===== src/pkg/rbs_defines.vh =====
// Contract
// - per-block mode copies each new block out, raises interrupt and data-ready (the code raises the interrupt only when ready_irq_mask is set)
// - host read of block registers clears data-ready; otherwise it stays set
// - new block pulses interrupt, sets data-ready, shifts last into previous (the code pulses the interrupt only when ready_irq_mask is set)
// - two new blocks without a host read set the overrun flag
// - timely read moves the pending block into last and clears overrun
// - fast mode sets no data-ready during search until an A or C' block
// - two good blocks in valid order give lock, locked bit and interrupt
// - fast mode without B still delivers the next A or C' block
// - locked fast mode flags every block if the flag was cleared first
// - paired mode flags data-ready only after every second new block
// - unlocked search slides a 26-bit syndrome window bit by bit
// - bad expected blocks count up; at acquire limit search restarts
// - RBDS with E first always expects A next
// - limits writable 0..63 and 0..32; run counts readable 0..63
// - bad run count reaching lose limit drops lock, sets lock-lost, restarts
// - good blocks count only while locked; reaching limit clears both counts
// - block read or restart-search write clears overrun; restart starts search
// - each decoded block pulses new-block low; with mask it fires interrupt
// - reading the mask register does not clear the new-block indicator
// - data-ready forced low from byte 15 or 17 until byte 19 read
// - new-block returns high at byte 19 read or after 10 ms at most
// - reading the flag and mask byte clears lock-lost
// - block data updates held off from byte 12 read until byte 19 read
`ifndef RBS_DEFINES_VH
`define RBS_DEFINES_VH
// ==========================================================
// register map (byte addresses)
`define RBS_REG_CTRL      12'h000
`define RBS_REG_LIMITS    12'h004
`define RBS_REG_STATUS    12'h008
`define RBS_REG_COUNTS    12'h00C
`define RBS_REG_LAST      12'h010
`define RBS_REG_PREV      12'h014
`define RBS_REG_RDBYTE    12'h018
`define RBS_REG_FLAGS     12'h01C
// ==========================================================
// control fields
`define RBS_CTRL_MODE_LO  0
`define RBS_CTRL_RBDS     2
`define RBS_CTRL_MASK     3
`define RBS_CTRL_RESTART  4
`define RBS_MODE_PER      2'h0
`define RBS_MODE_FAST     2'h1
`define RBS_MODE_PAIRED   2'h2
// ==========================================================
// reset values of the limits
`define RBS_BBL_RST       6'h0F
`define RBS_GBL_RST       6'h20
`define RBS_BBG_RST       5'h08
// ==========================================================
// offset words and identities
`define RBS_OFS_A         10'h0FC
`define RBS_OFS_B         10'h198
`define RBS_OFS_C         10'h168
`define RBS_OFS_CP        10'h350
`define RBS_OFS_D         10'h1B4
`define RBS_OFS_E         10'h000
`define RBS_ID_A          3'h0
`define RBS_ID_B          3'h1
`define RBS_ID_C          3'h2
`define RBS_ID_CP         3'h3
`define RBS_ID_D          3'h4
`define RBS_ID_E          3'h5
`define RBS_ID_NONE       3'h7
// ==========================================================
// read bytes of the host map
`define RBS_BYTE_FLAGS    5'h01
`define RBS_BYTE_FIRST    5'h0C
`define RBS_BYTE_PERCLR   5'h0F
`define RBS_BYTE_PAIRCLR  5'h11
`define RBS_BYTE_LAST     5'h13
// ==========================================================
// timing
`define RBS_CLK_NS        10
`define RBS_NBLK_MAX_MS   10
`define RBS_NBLK_CYC      ((`RBS_NBLK_MAX_MS * 1000000) / `RBS_CLK_NS)
`endif


===== src/hdl/rbs_block_sync_buffer.v =====
`timescale 1ns/10ps
`default_nettype none
`include "rbs_defines.vh"
module rbs_block_sync_buffer #(
	parameter NBLK_CYC = `RBS_NBLK_CYC
) (
	// clock and reset
	input  wire        pclk,
	input  wire        presetn,
	// apb slave
	input  wire        psel,
	input  wire        penable,
	input  wire        pwrite,
	input  wire [11:0] paddr,
	input  wire [31:0] pwdata,
	output reg  [31:0] prdata,
	output wire        pready,
	output wire        pslverr,
	// demodulated bit stream (pin side)
	input  wire        rds_bit,
	input  wire        rds_bit_clk,
	// outputs
	output wire        irq_out_n,
	output wire        new_block_pulse_n,
	output wire        locked
);
	// ==========================================================
	// state codes, one-hot
	localparam ST_SEARCH = 3'b001;
	localparam ST_ACQ    = 3'b010;
	localparam ST_LOCK   = 3'b100;
	// ==========================================================
	// next identity in cyclic order
	function [2:0] next_id;
		input [2:0] id;
		input       rbds_e;
		begin
			if (rbds_e) begin
				next_id = `RBS_ID_A;
			end else if (id == `RBS_ID_A) begin
				next_id = `RBS_ID_B;
			end else if (id == `RBS_ID_B) begin
				next_id = `RBS_ID_C;
			end else if (id == `RBS_ID_C || id == `RBS_ID_CP) begin
				next_id = `RBS_ID_D;
			end else begin
				next_id = `RBS_ID_A;
			end
		end
	endfunction
	// ==========================================================
	// pin synchronisers, three stages each
	reg [2:0] bit_sync;
	reg [2:0] clk_sync;
	reg       clk_state;
	reg       bit_state;
	always @(posedge pclk or negedge presetn) begin
		if (!presetn) begin
			bit_sync  <= 3'h0;
			clk_sync  <= 3'h0;
			clk_state <= 1'b0;
			bit_state <= 1'b0;
		end else begin
			bit_sync <= {bit_sync[1:0], rds_bit};
			clk_sync <= {clk_sync[1:0], rds_bit_clk};
			if (clk_sync[1] == clk_sync[2]) begin
				clk_state <= clk_sync[2];
			end
			if (bit_sync[1] == bit_sync[2]) begin
				bit_state <= bit_sync[2];
			end
		end
	end
	// a rising edge of the filtered bit clock samples the data bit
	wire bit_strobe = clk_sync[1] && clk_sync[2] && !clk_state;
	// ==========================================================
	// registers written by software
	reg [1:0] mode;
	reg       rbds;
	reg       ready_irq_mask;
	reg [5:0] bad_limit_to_lose;
	reg [5:0] good_limit_reset;
	reg [5:0] bad_limit_to_acquire;
	// apb, always zero wait
	assign pready  = 1'b1;
	assign pslverr = 1'b0;
	wire   wr_en   = psel && penable && pwrite;
	wire   rd_en   = psel && penable && !pwrite;
	wire   restart_search = wr_en && paddr == `RBS_REG_CTRL && pwdata[`RBS_CTRL_RESTART];
	// host read byte strobe: write of a byte number emulates a read of that map byte
	wire       byte_rd = wr_en && paddr == `RBS_REG_RDBYTE;
	wire [4:0] byte_no = pwdata[4:0];
	// writes into configuration; acquire limit saturates at 32
	always @(posedge pclk or negedge presetn) begin
		if (!presetn) begin
			mode                 <= `RBS_MODE_PER;
			rbds                 <= 1'b0;
			ready_irq_mask       <= 1'b0;
			bad_limit_to_lose    <= `RBS_BBL_RST;
			good_limit_reset     <= `RBS_GBL_RST;
			bad_limit_to_acquire <= {1'b0, `RBS_BBG_RST};
		end else if (wr_en && paddr == `RBS_REG_CTRL) begin
			mode           <= pwdata[1:0];
			rbds           <= pwdata[`RBS_CTRL_RBDS];
			ready_irq_mask <= pwdata[`RBS_CTRL_MASK];
		end else if (wr_en && paddr == `RBS_REG_LIMITS) begin
			bad_limit_to_lose    <= pwdata[5:0];
			good_limit_reset     <= pwdata[13:8];
			bad_limit_to_acquire <= (pwdata[21:16] > 6'h20) ? 6'h20 : pwdata[21:16];
		end
	end
	// ==========================================================
	// shift window and syndrome check
	reg  [25:0] window;
	reg  [4:0]  bit_cnt;
	wire [2:0]  ident;
	// judge the window as it stands once the strobed bit is in, so a block is
	// seen on its own last bit and not one bit late on the next block's first
	wire [25:0] next_window = {window[24:0], bit_state};
	rbs_syndrome u_syn (
		.window (next_window),
		.rbds   (rbds),
		.ident  (ident)
	);
	// ==========================================================
	// synchroniser state machine
	reg [2:0] state;
	reg [2:0] expect_id;
	reg       first_e;
	reg [5:0] acq_bad;
	reg [5:0] good_run_count;
	reg [5:0] bad_run_count;
	reg       lock_lost_flag;
	reg       blk_done;
	reg       blk_good;
	reg [2:0] blk_id;
	reg       lock_gain;
	wire      win_full = bit_cnt == 5'h19;
	wire      id_ok    = ident == expect_id || (expect_id == `RBS_ID_C && ident == `RBS_ID_CP);
	// search slides a bit at a time, acquire and lock take whole blocks
	always @(posedge pclk or negedge presetn) begin
		if (!presetn) begin
			window         <= 26'h0;
			bit_cnt        <= 5'h0;
			state          <= ST_SEARCH;
			expect_id      <= `RBS_ID_A;
			first_e        <= 1'b0;
			acq_bad        <= 6'h0;
			good_run_count <= 6'h0;
			bad_run_count  <= 6'h0;
			lock_lost_flag <= 1'b0;
			blk_done       <= 1'b0;
			blk_good       <= 1'b0;
			blk_id         <= `RBS_ID_NONE;
			lock_gain      <= 1'b0;
		end else begin
			blk_done  <= 1'b0;
			lock_gain <= 1'b0;
			// lock-lost clears on a flags byte read; loss in same cycle wins
			if (byte_rd && byte_no == `RBS_BYTE_FLAGS) begin
				lock_lost_flag <= 1'b0;
			end
			if (restart_search) begin
				state   <= ST_SEARCH;
				bit_cnt <= 5'h0;
			end else if (bit_strobe) begin
				window <= next_window;
				case (state)
					ST_SEARCH: begin
						if (ident != `RBS_ID_NONE) begin
							state     <= ST_ACQ;
							bit_cnt   <= 5'h0;
							acq_bad   <= 6'h0;
							first_e   <= ident == `RBS_ID_E;
							expect_id <= next_id(ident, ident == `RBS_ID_E);
							blk_done  <= 1'b1;
							blk_good  <= 1'b1;
							blk_id    <= ident;
						end
					end
					ST_ACQ: begin
						bit_cnt <= win_full ? 5'h0 : bit_cnt + 5'h1;
						if (win_full) begin
							blk_done <= 1'b1;
							blk_id   <= ident;
							blk_good <= id_ok;
							if (id_ok) begin
								state          <= ST_LOCK;
								lock_gain      <= 1'b1;
								expect_id      <= next_id(ident, 1'b0);
								good_run_count <= 6'h0;
								bad_run_count  <= 6'h0;
							end else if (acq_bad + 6'h1 >= bad_limit_to_acquire) begin
								state <= ST_SEARCH;
							end else begin
								acq_bad   <= acq_bad + 6'h1;
								expect_id <= next_id(expect_id, first_e);
							end
						end
					end
					ST_LOCK: begin
						bit_cnt <= win_full ? 5'h0 : bit_cnt + 5'h1;
						if (win_full) begin
							blk_done  <= 1'b1;
							blk_id    <= id_ok ? ident : expect_id;
							blk_good  <= id_ok;
							expect_id <= next_id(expect_id, 1'b0);
							if (id_ok && good_run_count + 6'h1 == good_limit_reset) begin
								good_run_count <= 6'h0;
								bad_run_count  <= 6'h0;
							end else if (id_ok) begin
								good_run_count <= good_run_count + 6'h1;
							end else if (bad_run_count + 6'h1 == bad_limit_to_lose) begin
								bad_run_count  <= 6'h0;
								state          <= ST_SEARCH;
								lock_lost_flag <= 1'b1;
							end else begin
								bad_run_count <= bad_run_count + 6'h1;
							end
						end
					end
					default: state <= ST_SEARCH;
				endcase
			end
		end
	end
	assign locked = state == ST_LOCK;
	// ==========================================================
	// host buffer: last, previous and one pending block
	reg [15:0] last_block_reg;
	reg [15:0] previous_block_reg;
	reg [15:0] pend_block;
	reg        pend_valid;
	reg        unread;
	reg        data_ready_flag;
	reg        overrun_flag;
	reg        hold;
	reg        dr_block;
	reg        pair_half;
	reg        new_blk_n;
	reg        irq_n;
	reg [31:0] nb_timer;
	wire       clr_byte = byte_rd && byte_no == ((mode == `RBS_MODE_PAIRED) ?
	                      `RBS_BYTE_PAIRCLR : `RBS_BYTE_PERCLR);
	wire       end_read = byte_rd && byte_no == `RBS_BYTE_LAST;
	wire [15:0] blk_data = window[25:10];
	// in fast mode during search only A or C' blocks deliver
	wire deliver = blk_done && blk_good &&
	               !(mode == `RBS_MODE_FAST && !locked &&
	                 blk_id != `RBS_ID_A && blk_id != `RBS_ID_CP);
	// paired mode flags only every second block
	wire flag_now = mode != `RBS_MODE_PAIRED || pair_half;
	always @(posedge pclk or negedge presetn) begin
		if (!presetn) begin
			last_block_reg     <= 16'h0;
			previous_block_reg <= 16'h0;
			pend_block         <= 16'h0;
			pend_valid         <= 1'b0;
			unread             <= 1'b0;
			data_ready_flag    <= 1'b0;
			overrun_flag       <= 1'b0;
			hold               <= 1'b0;
			dr_block           <= 1'b0;
			pair_half          <= 1'b0;
		end else begin
			// read sequence bookkeeping
			if (byte_rd && byte_no == `RBS_BYTE_FIRST) begin
				hold <= 1'b1;
			end
			if (clr_byte) begin
				dr_block        <= 1'b1;
				data_ready_flag <= 1'b0;
			end
			if (end_read) begin
				hold     <= 1'b0;
				dr_block <= 1'b0;
				unread   <= 1'b0;
				overrun_flag <= 1'b0;
				if (pend_valid && !deliver) begin
					last_block_reg     <= pend_block;
					previous_block_reg <= last_block_reg;
					pend_valid         <= 1'b0;
					unread             <= 1'b1;
				end
			end
			if (restart_search) begin
				overrun_flag <= 1'b0;
				pend_valid   <= 1'b0;
			end
			if (deliver) begin
				pair_half <= !pair_half;
				if (hold || (unread && overrun_flag)) begin
					pend_block <= blk_data; // kept until the host catches up
					pend_valid <= 1'b1;
				end else begin
					last_block_reg     <= blk_data;
					previous_block_reg <= last_block_reg;
					unread             <= 1'b1;
					if (unread) begin
						overrun_flag <= 1'b1; // set beats clear
					end
				end
				if (flag_now && !dr_block && !(clr_byte)) begin
					data_ready_flag <= 1'b1;
				end
			end
		end
	end
	// ==========================================================
	// new-block pulse and interrupt one-shot
	wire mask_read = rd_en && paddr == `RBS_REG_CTRL;
	always @(posedge pclk or negedge presetn) begin
		if (!presetn) begin
			new_blk_n <= 1'b1;
			irq_n     <= 1'b1;
			nb_timer  <= 32'h0;
		end else begin
			if (deliver) begin
				new_blk_n <= 1'b0;
				nb_timer  <= 32'h0;
			end else if (!new_blk_n) begin
				nb_timer <= nb_timer + 32'h1;
				if (end_read || nb_timer >= NBLK_CYC - 1) begin
					new_blk_n <= 1'b1;
				end
			end
			// lock, or block delivery with ready_irq_mask set, fires interrupt; a mask read only clears irq
			// lock_gain is registered with the state change; the state and id_ok have
			// already moved on by the time the delivered block is seen here
			if ((deliver && ready_irq_mask) || lock_gain) begin
				irq_n <= 1'b0;
			end else if (mask_read || end_read) begin
				irq_n <= 1'b1;
			end
		end
	end
	assign irq_out_n         = irq_n;
	assign new_block_pulse_n = new_blk_n;
	// ==========================================================
	// read mux, unmapped reads return zero
	always @* begin
		prdata = 32'h0;
		if (paddr == `RBS_REG_CTRL) begin
			prdata = {27'h0, 1'b0, ready_irq_mask, rbds, mode};
		end else if (paddr == `RBS_REG_LIMITS) begin
			prdata = {10'h0, bad_limit_to_acquire, 2'h0, good_limit_reset, 2'h0, bad_limit_to_lose};
		end else if (paddr == `RBS_REG_STATUS) begin
			prdata = {26'h0, locked, lock_lost_flag, overrun_flag, pend_valid, new_blk_n, data_ready_flag};
		end else if (paddr == `RBS_REG_COUNTS) begin
			prdata = {18'h0, bad_run_count, 2'h0, good_run_count};
		end else if (paddr == `RBS_REG_LAST) begin
			prdata = {16'h0, last_block_reg};
		end else if (paddr == `RBS_REG_PREV) begin
			prdata = {16'h0, previous_block_reg};
		end
	end
endmodule
`default_nettype wire


===== src/hdl/rbs_syndrome.v =====
`timescale 1ns/10ps
`default_nettype none
module rbs_syndrome (
	// 26-bit window in
	input  wire [25:0] window,
	input  wire        rbds,
	// identity out
	output reg  [2:0]  ident
);
`include "rbs_defines.vh"
	reg [9:0] syn;
	integer   i;
	// ==========================================================
	// syndrome by long division with g(x)=x^10+x^8+x^7+x^5+x^4+x^3+1
	always @* begin
		syn = 10'h000;
		for (i = 25; i >= 0; i = i - 1) begin
			syn = {syn[8:0], window[i]} ^ (syn[9] ? 10'h1B9 : 10'h000);
		end
		// syndrome of the offset words decided as matched identity
		ident = `RBS_ID_NONE;
		if (syn == chk(`RBS_OFS_A)) begin
			ident = `RBS_ID_A;
		end else if (syn == chk(`RBS_OFS_B)) begin
			ident = `RBS_ID_B;
		end else if (syn == chk(`RBS_OFS_C)) begin
			ident = `RBS_ID_C;
		end else if (syn == chk(`RBS_OFS_CP)) begin
			ident = `RBS_ID_CP;
		end else if (syn == chk(`RBS_OFS_D)) begin
			ident = `RBS_ID_D;
		end else if (rbds && syn == chk(`RBS_OFS_E)) begin
			ident = `RBS_ID_E;
		end
	end
	// offset word reduced the same way, a zero data word being assumed
	function [9:0] chk;
		input [9:0] ofs;
		reg   [9:0] s;
		integer     k;
		begin
			s = 10'h000;
			for (k = 25; k >= 0; k = k - 1) begin
				s = {s[8:0], (k < 10) ? ofs[k] : 1'b0} ^ (s[9] ? 10'h1B9 : 10'h000);
			end
			chk = s;
		end
	endfunction
endmodule
`default_nettype wire


===== config.mk =====
export PLATFORM = sky130hd
export DESIGN_NAME = rbs_block_sync_buffer
export DESIGN_NICKNAME = d
export VERILOG_FILES = /design/src/hdl/rbs_block_sync_buffer.v /design/src/hdl/rbs_syndrome.v
export VERILOG_INCLUDE_DIRS = /design/src /design/src/pkg
export SDC_FILE = /design/constraint.sdc
export NUM_CORES = 1
export LEC_CHECK = 0
export BUFFER_PORTS_ARGS = -buffer_cell sky130_fd_sc_hd__buf_2
export CAP_MARGIN = 20
export CORE_ASPECT_RATIO = 0.8
export CORE_MARGIN = 4
export CORE_UTILIZATION = 47
export CTS_CLUSTER_DIAMETER = 40
export DETAILED_ROUTE_END_ITERATION = 10
export PLACE_DENSITY = 0.65
export SLEW_MARGIN = 30
export SYNTH_ARGS = -nofsm -noshare
export SYNTH_HDL_FRONTEND = slang
export SYNTH_SLANG_ARGS = --single-unit

===== constraint.sdc =====
create_clock -name pclk -period 8.15 [get_ports pclk]
set_input_delay 2.445 -clock pclk [delete_from_list [all_inputs] [get_ports pclk]]
set_output_delay 2.445 -clock pclk [all_outputs]
set_load 0.01 [all_outputs]

==> run summary, run 1 <==
## Worst setup path
• reg2reg end: expect_id[0]
• maximum fanout along the worst path: 9
• endpoint required time on the critical path: 5710 ps
• crit path DAT: 4480 ps
• type of the worst setup path: primary input to primary output
• Setup crit end kind: primary output
• stage delay of the slowest cell on the critical path: 660 ps
• Worst R2R Start: window[22]
• CP max-delay cell: sky130_fd_sc_hd__nor2_1
• critical path launch point type: primary input
• cell breakdown of the critical path: buf_2 -> nor4_1 -> nand2_1 -> or2_2 -> nor2_1 -> a22oi_1 -> nand2_1 -> buf_2
• length in cells of the worst reg-to-reg path: 13
• reg2reg setup slack: 3150 ps

## Synth
• count of flip-flops with a built-in enable after synthesis: 0
• main combinational cell family by area after synthesis: simple AND/OR/NAND/NOR gates
• sequential area share after synthesis: 43.9%
• Synth Area in Adders: 1.66%
• biggest area contributors in the synthesized netlist: sky130_fd_sc_hd__dfrtp_1 (41%), sky130_fd_sc_hd__nand2_1 (6.7%), sky130_fd_sc_hd__nor2_1 (4.5%), sky130_fd_sc_hd__mux2_2 (4.2%), sky130_fd_sc_hd__xnor2_1 (3.7%)
• mux cell area share after synthesis: 7.15%
• Yosys reg bits: 182
• mean instance size in the synthesized netlist: 9.55 µm²
• xor/xnor cell area share of the yosys netlist: 12.9%
• post-synthesis compound-gate area fraction: 10.2%
• unique cell type count in the Yosys netlist: 72
• netlist area before placement: 10,400 µm²
• Warnings, synthesis: 0
• top-area cell type share of the netlist area: 40.9%
• number of cells produced by synthesis: 1,089
• library cell with the largest summed area after synthesis: sky130_fd_sc_hd__dfrtp_1
• most common flop cell mapped by yosys: sky130_fd_sc_hd__dfrtp_1
• Simple-Gate Fraction of Synth Area: 20.8%
• proportion of register bits with asynchronous set or reset after synthesis: 100%

## Power
• power share of the clock group: 42.7%
• Switching Power: 573 µW
• Power Internal: 1610 µW
• combinational fraction of design power: 12.8%
• switching part of the total power: 26.3%
• maximum VDD drop: 141 µV
• Static Leakage: 0.00567 µW
• relative contribution of sequential cells to total power: 44.5%
• power per unit of standard cell area: 187 nW/µm²

## Clock network
• buffer count from post-CTS setup fixing: 0
• count of cells resized by post-cts repair: 0
• root buffer cell: sky130_fd_sc_hd__clkbuf_16
• buffer depth of the longest clock path: 2
• number of hold buffers added after cts: 0
• clock tree from TritonCTS: built
• Clock Pin Slew Worst Setup and Hold Paths: 70 ps
• latest clock arrival within the worst-skew pair: 440 ps
• number of levels the H-tree was split into: 4
• number of clock sinks seen by CTS: 182
• TritonCTS buffer count: 17

## Die
• number of placement rows: 48
• height of the die: 141 µm
• floorplan die area: 24,600 µm²
• die width: 174 µm
• initial standard-cell utilization of the core: 48.0%
• standard cell core area: 21,700 µm²
• number of top-level pins: 88

## Final layout
• fill count: 1,975
• storage element area: 4570 µm²
• Ant. Diodes: 0
• commonest cells after routing, fill and taps aside: sky130_fd_sc_hd__nand2_1 (187), sky130_fd_sc_hd__dfrtp_1 (170), sky130_fd_sc_hd__nor2_1 (123)
• final layout net count: 1,205
• multi-input logic area: 5530 µm²
• fraction of final layout cells with drive strength greater than 1: 16.0%
• largest registers: nb_timer: 32 flops, window: 26 flops
• Syn-to-layout area delta: 11.9%
• most flop-heavy register: nb_timer
• post-route cell area: 11,600 µm²
• max FFs per register: 32
• most common cell after layout, fill and taps aside: sky130_fd_sc_hd__nand2_1

## Global route
• aggregate global routing overflow: 0
• maximum number of pins on one net before global-route repair: 89
• Overall Global Routing Usage: 19.9%
• wire length of the first global-routing pass: 39,500 µm
• antenna violations before repair: 0
• number of global-route vias before repair: 7,503

## Placed design
• HPWL after detailed placement: 16,800 µm
• Worst Setup Slack post-DPL: 1210 ps
• total cell area at the placement stage: 11,000 µm²
• final weighted congestion of routability-driven global placement: 0.842
• port bufs: 61

## Detailed routing
• wirelength, routed: 23,700 µm
• remaining antenna violation count after routing: 0
• Initial DRC Count: 603
• DRT Pass-1 Iters: 6
• final routed DRC violation total: 0
• overall via count from detail_route: 7,895
• ratio of routed vias to standard cells: 5.43
• detail-routed net length per standard cell: 16.3 µm

## Timing
• setup TNS: 0 ps
• clock tree skew after final layout: 11.0 ps
• portion of the clock cycle consumed by the worst path in the final layout: 84.9%
• Slew @ Worst Pin: 826 ps
• Highest Clock Rate: 144 MHz
• slew margin rel.: 44.7%
• final hold viol count: 0
• setup repair after global routing missed its margin: no
• Min Clock Period, post-route: 6920 ps
• count of final max-slew check failures: 0
• total setup violations reported at the end of the flow: 0
• final critical-path setup slack: 1230 ps

## Outcome
• result of the run: completed

## Min path
• startpoint of the worst hold path: clk_sync[0]
• Worst Hold Path Cells: 0
• Min-Delay Endpoint: clk_sync[1]
• worst min-delay path category: flip-flop to flip-flop

## Run
• Max-Cap Viols: 0

kinds of logic (layout without fill, tap and decap cells):
logic type,count (synthesis),count (layout)
AOI/OAI and AO/OA,162,162
xor gates and xnor gates,113,113
adders and majority gates,14,14
buffers and inverters,75,130
DFF,182,182
muxes,69,69
other,2,12
and+or+nand+nor,472,472
metal layers:
layer	GRT usage [%]	vias to the layer above	part of all wire [%]
met5	0	-	0
met4	6.12	0	1.5
met3	4.21	27	5.6
met2	29.7	203	43
met1	29.2	3837	50
li1	-	3828	-
synth_stat cells, types with 3 or more instances:
| cell type | n |
|---|---|
| sky130_fd_sc_hd__a21o_1 | 4 |
| sky130_fd_sc_hd__a21oi_1 | 40 |
| sky130_fd_sc_hd__a22o_1 | 9 |
| sky130_fd_sc_hd__a22oi_1 | 23 |
| sky130_fd_sc_hd__and2_1 | 8 |
| sky130_fd_sc_hd__and3_1 | 11 |
| sky130_fd_sc_hd__buf_1 | 3 |
| sky130_fd_sc_hd__buf_2 | 4 |
| sky130_fd_sc_hd__buf_4 | 14 |
| sky130_fd_sc_hd__clkbuf_1 | 29 |
| sky130_fd_sc_hd__dfrtp_1 | 170 |
| sky130_fd_sc_hd__dfstp_2 | 12 |
| sky130_fd_sc_hd__ha_1 | 13 |
| sky130_fd_sc_hd__inv_1 | 24 |
| sky130_fd_sc_hd__mux2_1 | 3 |
| sky130_fd_sc_hd__mux2_2 | 39 |
| sky130_fd_sc_hd__mux2i_1 | 27 |
| sky130_fd_sc_hd__nand2_1 | 187 |
| sky130_fd_sc_hd__nand2b_1 | 13 |
| sky130_fd_sc_hd__nand3_1 | 31 |
| sky130_fd_sc_hd__nand3b_1 | 7 |
| sky130_fd_sc_hd__nand4_1 | 13 |
| sky130_fd_sc_hd__nand4b_1 | 4 |
| sky130_fd_sc_hd__nor2_1 | 124 |
| sky130_fd_sc_hd__nor2b_1 | 10 |
| sky130_fd_sc_hd__nor3_1 | 22 |
| sky130_fd_sc_hd__nor4_1 | 7 |
| sky130_fd_sc_hd__o211ai_1 | 3 |
| sky130_fd_sc_hd__o21ai_0 | 43 |
| sky130_fd_sc_hd__o21ai_1 | 5 |
| sky130_fd_sc_hd__o22ai_1 | 6 |
| sky130_fd_sc_hd__o31ai_1 | 7 |
| sky130_fd_sc_hd__or2_2 | 5 |
| sky130_fd_sc_hd__or3_1 | 15 |
| sky130_fd_sc_hd__xnor2_1 | 44 |
| sky130_fd_sc_hd__xnor2_2 | 6 |
| sky130_fd_sc_hd__xnor3_1 | 14 |
| sky130_fd_sc_hd__xnor3_2 | 3 |
| sky130_fd_sc_hd__xor2_1 | 42 |
metrics by stage:
step           std cells  hold WS [ps]  util, %  power [µW]
2_1_floorplan       1099           331        -        1190
3_3_place_gp        1422           332     50.6        1260
3_5_place_dp        1422           335     50.6        1260
4_1_cts             1454           350     53.6        2200
5_1_grt             1454           370     53.7        2280
6_report            1454           348     53.7        2180
area by class of cell:
class                      instances  area share, %
sequential                       182           39.3
multi-input combinational        842           47.5
timing repair buffer              74           3.54
clock inverter                    13           1.86
inverter                          24          0.774
clock buffer                      19           3.81
tap                              300           3.23
worst max-delay path by stage:
stage,startpoint,endpoint,slack (ps),cells after the start
after floorplan,paddr[9],prdata[0],1600,10
after global placement,paddr[9],prdata[13],1220,8
after detailed placement,paddr[9],prdata[13],1210,8
after CTS,paddr[9],prdata[13],1210,8
after global routing,paddr[9],prdata[13],1030,8
final,paddr[9],prdata[11],1230,8
worst max-delay path, delay by kind of cell:
| kind | cells | cell delay (ps) |
|---|---|---|
| and+or+nand+nor | 5 | 1590 |
| buffers and inverters | 2 | 230 |
| AOI/OAI and AO/OA | 1 | 200 |
power groups by stage:
stage	clock (µW)	sequential, µW	combinational, µW
3_5_place_dp	0	988	276
2_1_floorplan	0	976	211
4_1_cts	953	971	279
5_1_grt	992	978	310
3_3_place_gp	0	987	271
6_report	933	971	279
Note: power is estimated with default switching activity, not from simulation.
==> inputs of run 2 (changes only) <==
--- a/config.mk
+++ b/config.mk
@@ -13,7 +13,7 @@
 export CORE_UTILIZATION = 47
 export CTS_CLUSTER_DIAMETER = 40
 export DETAILED_ROUTE_END_ITERATION = 10
-export PLACE_DENSITY = 0.65
+export PLACE_DENSITY = 0.68
 export SLEW_MARGIN = 30
 export SYNTH_ARGS = -nofsm -noshare
 export SYNTH_HDL_FRONTEND = slang
==> constraint.sdc (replaced) <==
create_clock -name pclk -period 6 [get_ports pclk]
set_input_delay 1.8 -clock pclk [delete_from_list [all_inputs] [get_ports pclk]]
set_output_delay 1.8 -clock pclk [all_outputs]
set_load 0.01 [all_outputs]
==> run summary, run 2 (same netlist as run 1, synthesis figures left out) <==
## Clock network
• clock tree from TritonCTS: built
• number of hold buffers added after cts: 0
• buffer count from post-CTS setup fixing: 0
• TritonCTS buffer count: 17
• root buffer cell: sky130_fd_sc_hd__clkbuf_16
• count of cells resized by post-cts repair: 0
• number of levels the H-tree was split into: 4
• Clock Pin Slew Worst Setup and Hold Paths: 70 ps
• number of clock sinks seen by CTS: 182
• latest clock arrival within the worst-skew pair: 440 ps
• buffer depth of the longest clock path: 2

## Timing
• total setup violations reported at the end of the flow: 0
• setup TNS: 0 ps
• portion of the clock cycle consumed by the worst path in the final layout: 93.6%
• tightest hold margin: 351 ps
• Slew @ Worst Pin: 809 ps
• Min Clock Period, post-route: 5620 ps
• Highest Clock Rate: 178 MHz
• final hold viol count: 0
• count of final max-slew check failures: 0
• clock tree skew after final layout: 14.2 ps
• slew margin rel.: 46.1%
• final critical-path setup slack: 385 ps
• setup repair after global routing missed its margin: no

## Worst setup path
• type of the worst setup path: primary input to primary output
• maximum fanout along the worst path: 7
• endpoint required time on the critical path: 4200 ps
• reg2reg setup slack: 1040 ps
• Setup crit end kind: primary output
• critical path launch point type: primary input
• crit path DAT: 3820 ps

## Final layout
• most flop-heavy register: nb_timer
• fill count: 1,933
• max FFs per register: 32
• commonest cells after routing, fill and taps aside: sky130_fd_sc_hd__nand2_1 (187), sky130_fd_sc_hd__dfrtp_1 (170), sky130_fd_sc_hd__nor2_1 (123)
• fraction of final layout cells with drive strength greater than 1: 16.1%
• final layout net count: 1,207
• Syn-to-layout area delta: 11.4%
• largest registers: nb_timer: 32 flops, window: 26 flops
• most common cell after layout, fill and taps aside: sky130_fd_sc_hd__nand2_1
• Ant. Diodes: 0

## Die
• number of top-level pins: 88
• floorplan die area: 24,600 µm²
• height of the die: 141 µm
• die width: 174 µm
• standard cell core area: 21,700 µm²
• number of placement rows: 48
• initial standard-cell utilization of the core: 48.0%

## Detailed routing
• Initial DRC Count: 657
• overall via count from detail_route: 7,935
• detail-routed net length per standard cell: 16.2 µm
• ratio of routed vias to standard cells: 5.45
• wirelength, routed: 23,600 µm
• DRT Pass-1 Iters: 6
• final routed DRC violation total: 0
• remaining antenna violation count after routing: 0

## Placed design
• HPWL after detailed placement: 17,000 µm
• Worst Setup Slack post-DPL: 421 ps
• port bufs: 61
• final weighted congestion of routability-driven global placement: 0.838

## Power
• Power Internal: 2090 µW
• relative contribution of sequential cells to total power: 46.0%
• combinational fraction of design power: 13.2%
• Static Leakage: 0.00566 µW
• switching part of the total power: 27.0%
• Switching Power: 775 µW
• maximum VDD drop: 186 µV
• power share of the clock group: 40.7%
• power per unit of standard cell area: 247 nW/µm²

## Global route
• wire length of the first global-routing pass: 39,600 µm
• number of global-route vias before repair: 7,573
• aggregate global routing overflow: 0
• antenna violations before repair: 0
• maximum number of pins on one net before global-route repair: 98
• Overall Global Routing Usage: 19.8%

## Min path
• worst min-delay path category: flip-flop to flip-flop

## Run
• Max-Cap Viols: 0

## Outcome
• result of the run: completed

-- run 2: changes by cell type in the layout (fill, tap and decap cells not counted), sizes merged --
cell,previous run,this run
bufinv,5,3
inv,28,29
clkinv,2,5
buf,73,75
clkinvlp,2,0
-- run 2: area by class of cell --
| class | count | area (µm²) | area share (%) |
|---|---|---|---|
| Timing Repair Buffer | 76 | 427 | 3.68 |
| Multi-Input combinational cell | 842 | 5530 | 47.7 |
| Sequential cell | 182 | 4570 | 39.4 |
| Clock buffer | 19 | 433 | 3.73 |
| Clock inverter | 13 | 171 | 1.48 |
| Inverter | 24 | 90.1 | 0.777 |
| Tap cell | 300 | 375 | 3.24 |
-- run 2: path summary, 6_finish.rpt --
path                             start                end  depth (start not counted)
hold / removal             bit_sync[0]        bit_sync[1]                          0
hold reg to reg            bit_sync[0]        bit_sync[1]                          0
max in group asynchronous      presetn           state[0]                          2
setup / recovery              paddr[9]          prdata[3]                         10
min in group asynchronous      presetn  last_block_reg[6]                          1
setup reg to reg            window[22]       expect_id[2]                         13
-- run 2: power groups by stage --
| stage | logic, µW | clock network [µW] | registers (µW) |
|---|---|---|---|
| 5_1_grt | 424 | 1250 | 1330 |
| 3_5_place_dp | 375 | 0 | 1340 |
| 4_1_cts | 378 | 1190 | 1320 |
| 3_3_place_gp | 365 | 0 | 1340 |
| 6_report | 379 | 1170 | 1320 |
| 2_1_floorplan | 286 | 0 | 1330 |
-- run 2: layer usage --
| metal | vias up | part of all wire [%] | global-route usage, % |
|---|---|---|---|
| met5 | - | 0 | 0 |
| li1 | 3849 | - | - |
| met4 | 0 | 1.0 | 5.12 |
| met1 | 3855 | 50 | 29.2 |
| met2 | 213 | 44 | 29.9 |
| met3 | 18 | 5.3 | 4.26 |
-- run 2: critical path, stage by stage --
cell and delay, ps:
sky130_fd_sc_hd__buf_2 90, sky130_fd_sc_hd__nor4_1 350, sky130_fd_sc_hd__nand2_1 130, sky130_fd_sc_hd__or2_2 340, sky130_fd_sc_hd__nor2_1 460, sky130_fd_sc_hd__a22oi_1 180, sky130_fd_sc_hd__nand3_1 120, sky130_fd_sc_hd__o21ai_0 130
sky130_fd_sc_hd__nand2_1 90, sky130_fd_sc_hd__buf_2 130
-- run 2: through the flow --
stage | cells | util (%) | total power (µW) | cell area (µm²)
6_report | 1456 | 53.5 | 2870 | 11600
5_1_grt | 1456 | 53.5 | 3000 | 11600
4_1_cts | 1456 | 53.5 | 2890 | 11600
3_5_place_dp | 1424 | 50.7 | 1720 | 11000
3_3_place_gp | 1424 | 50.7 | 1710 | 11000
2_1_floorplan | 1099 | - | 1610 | 10400
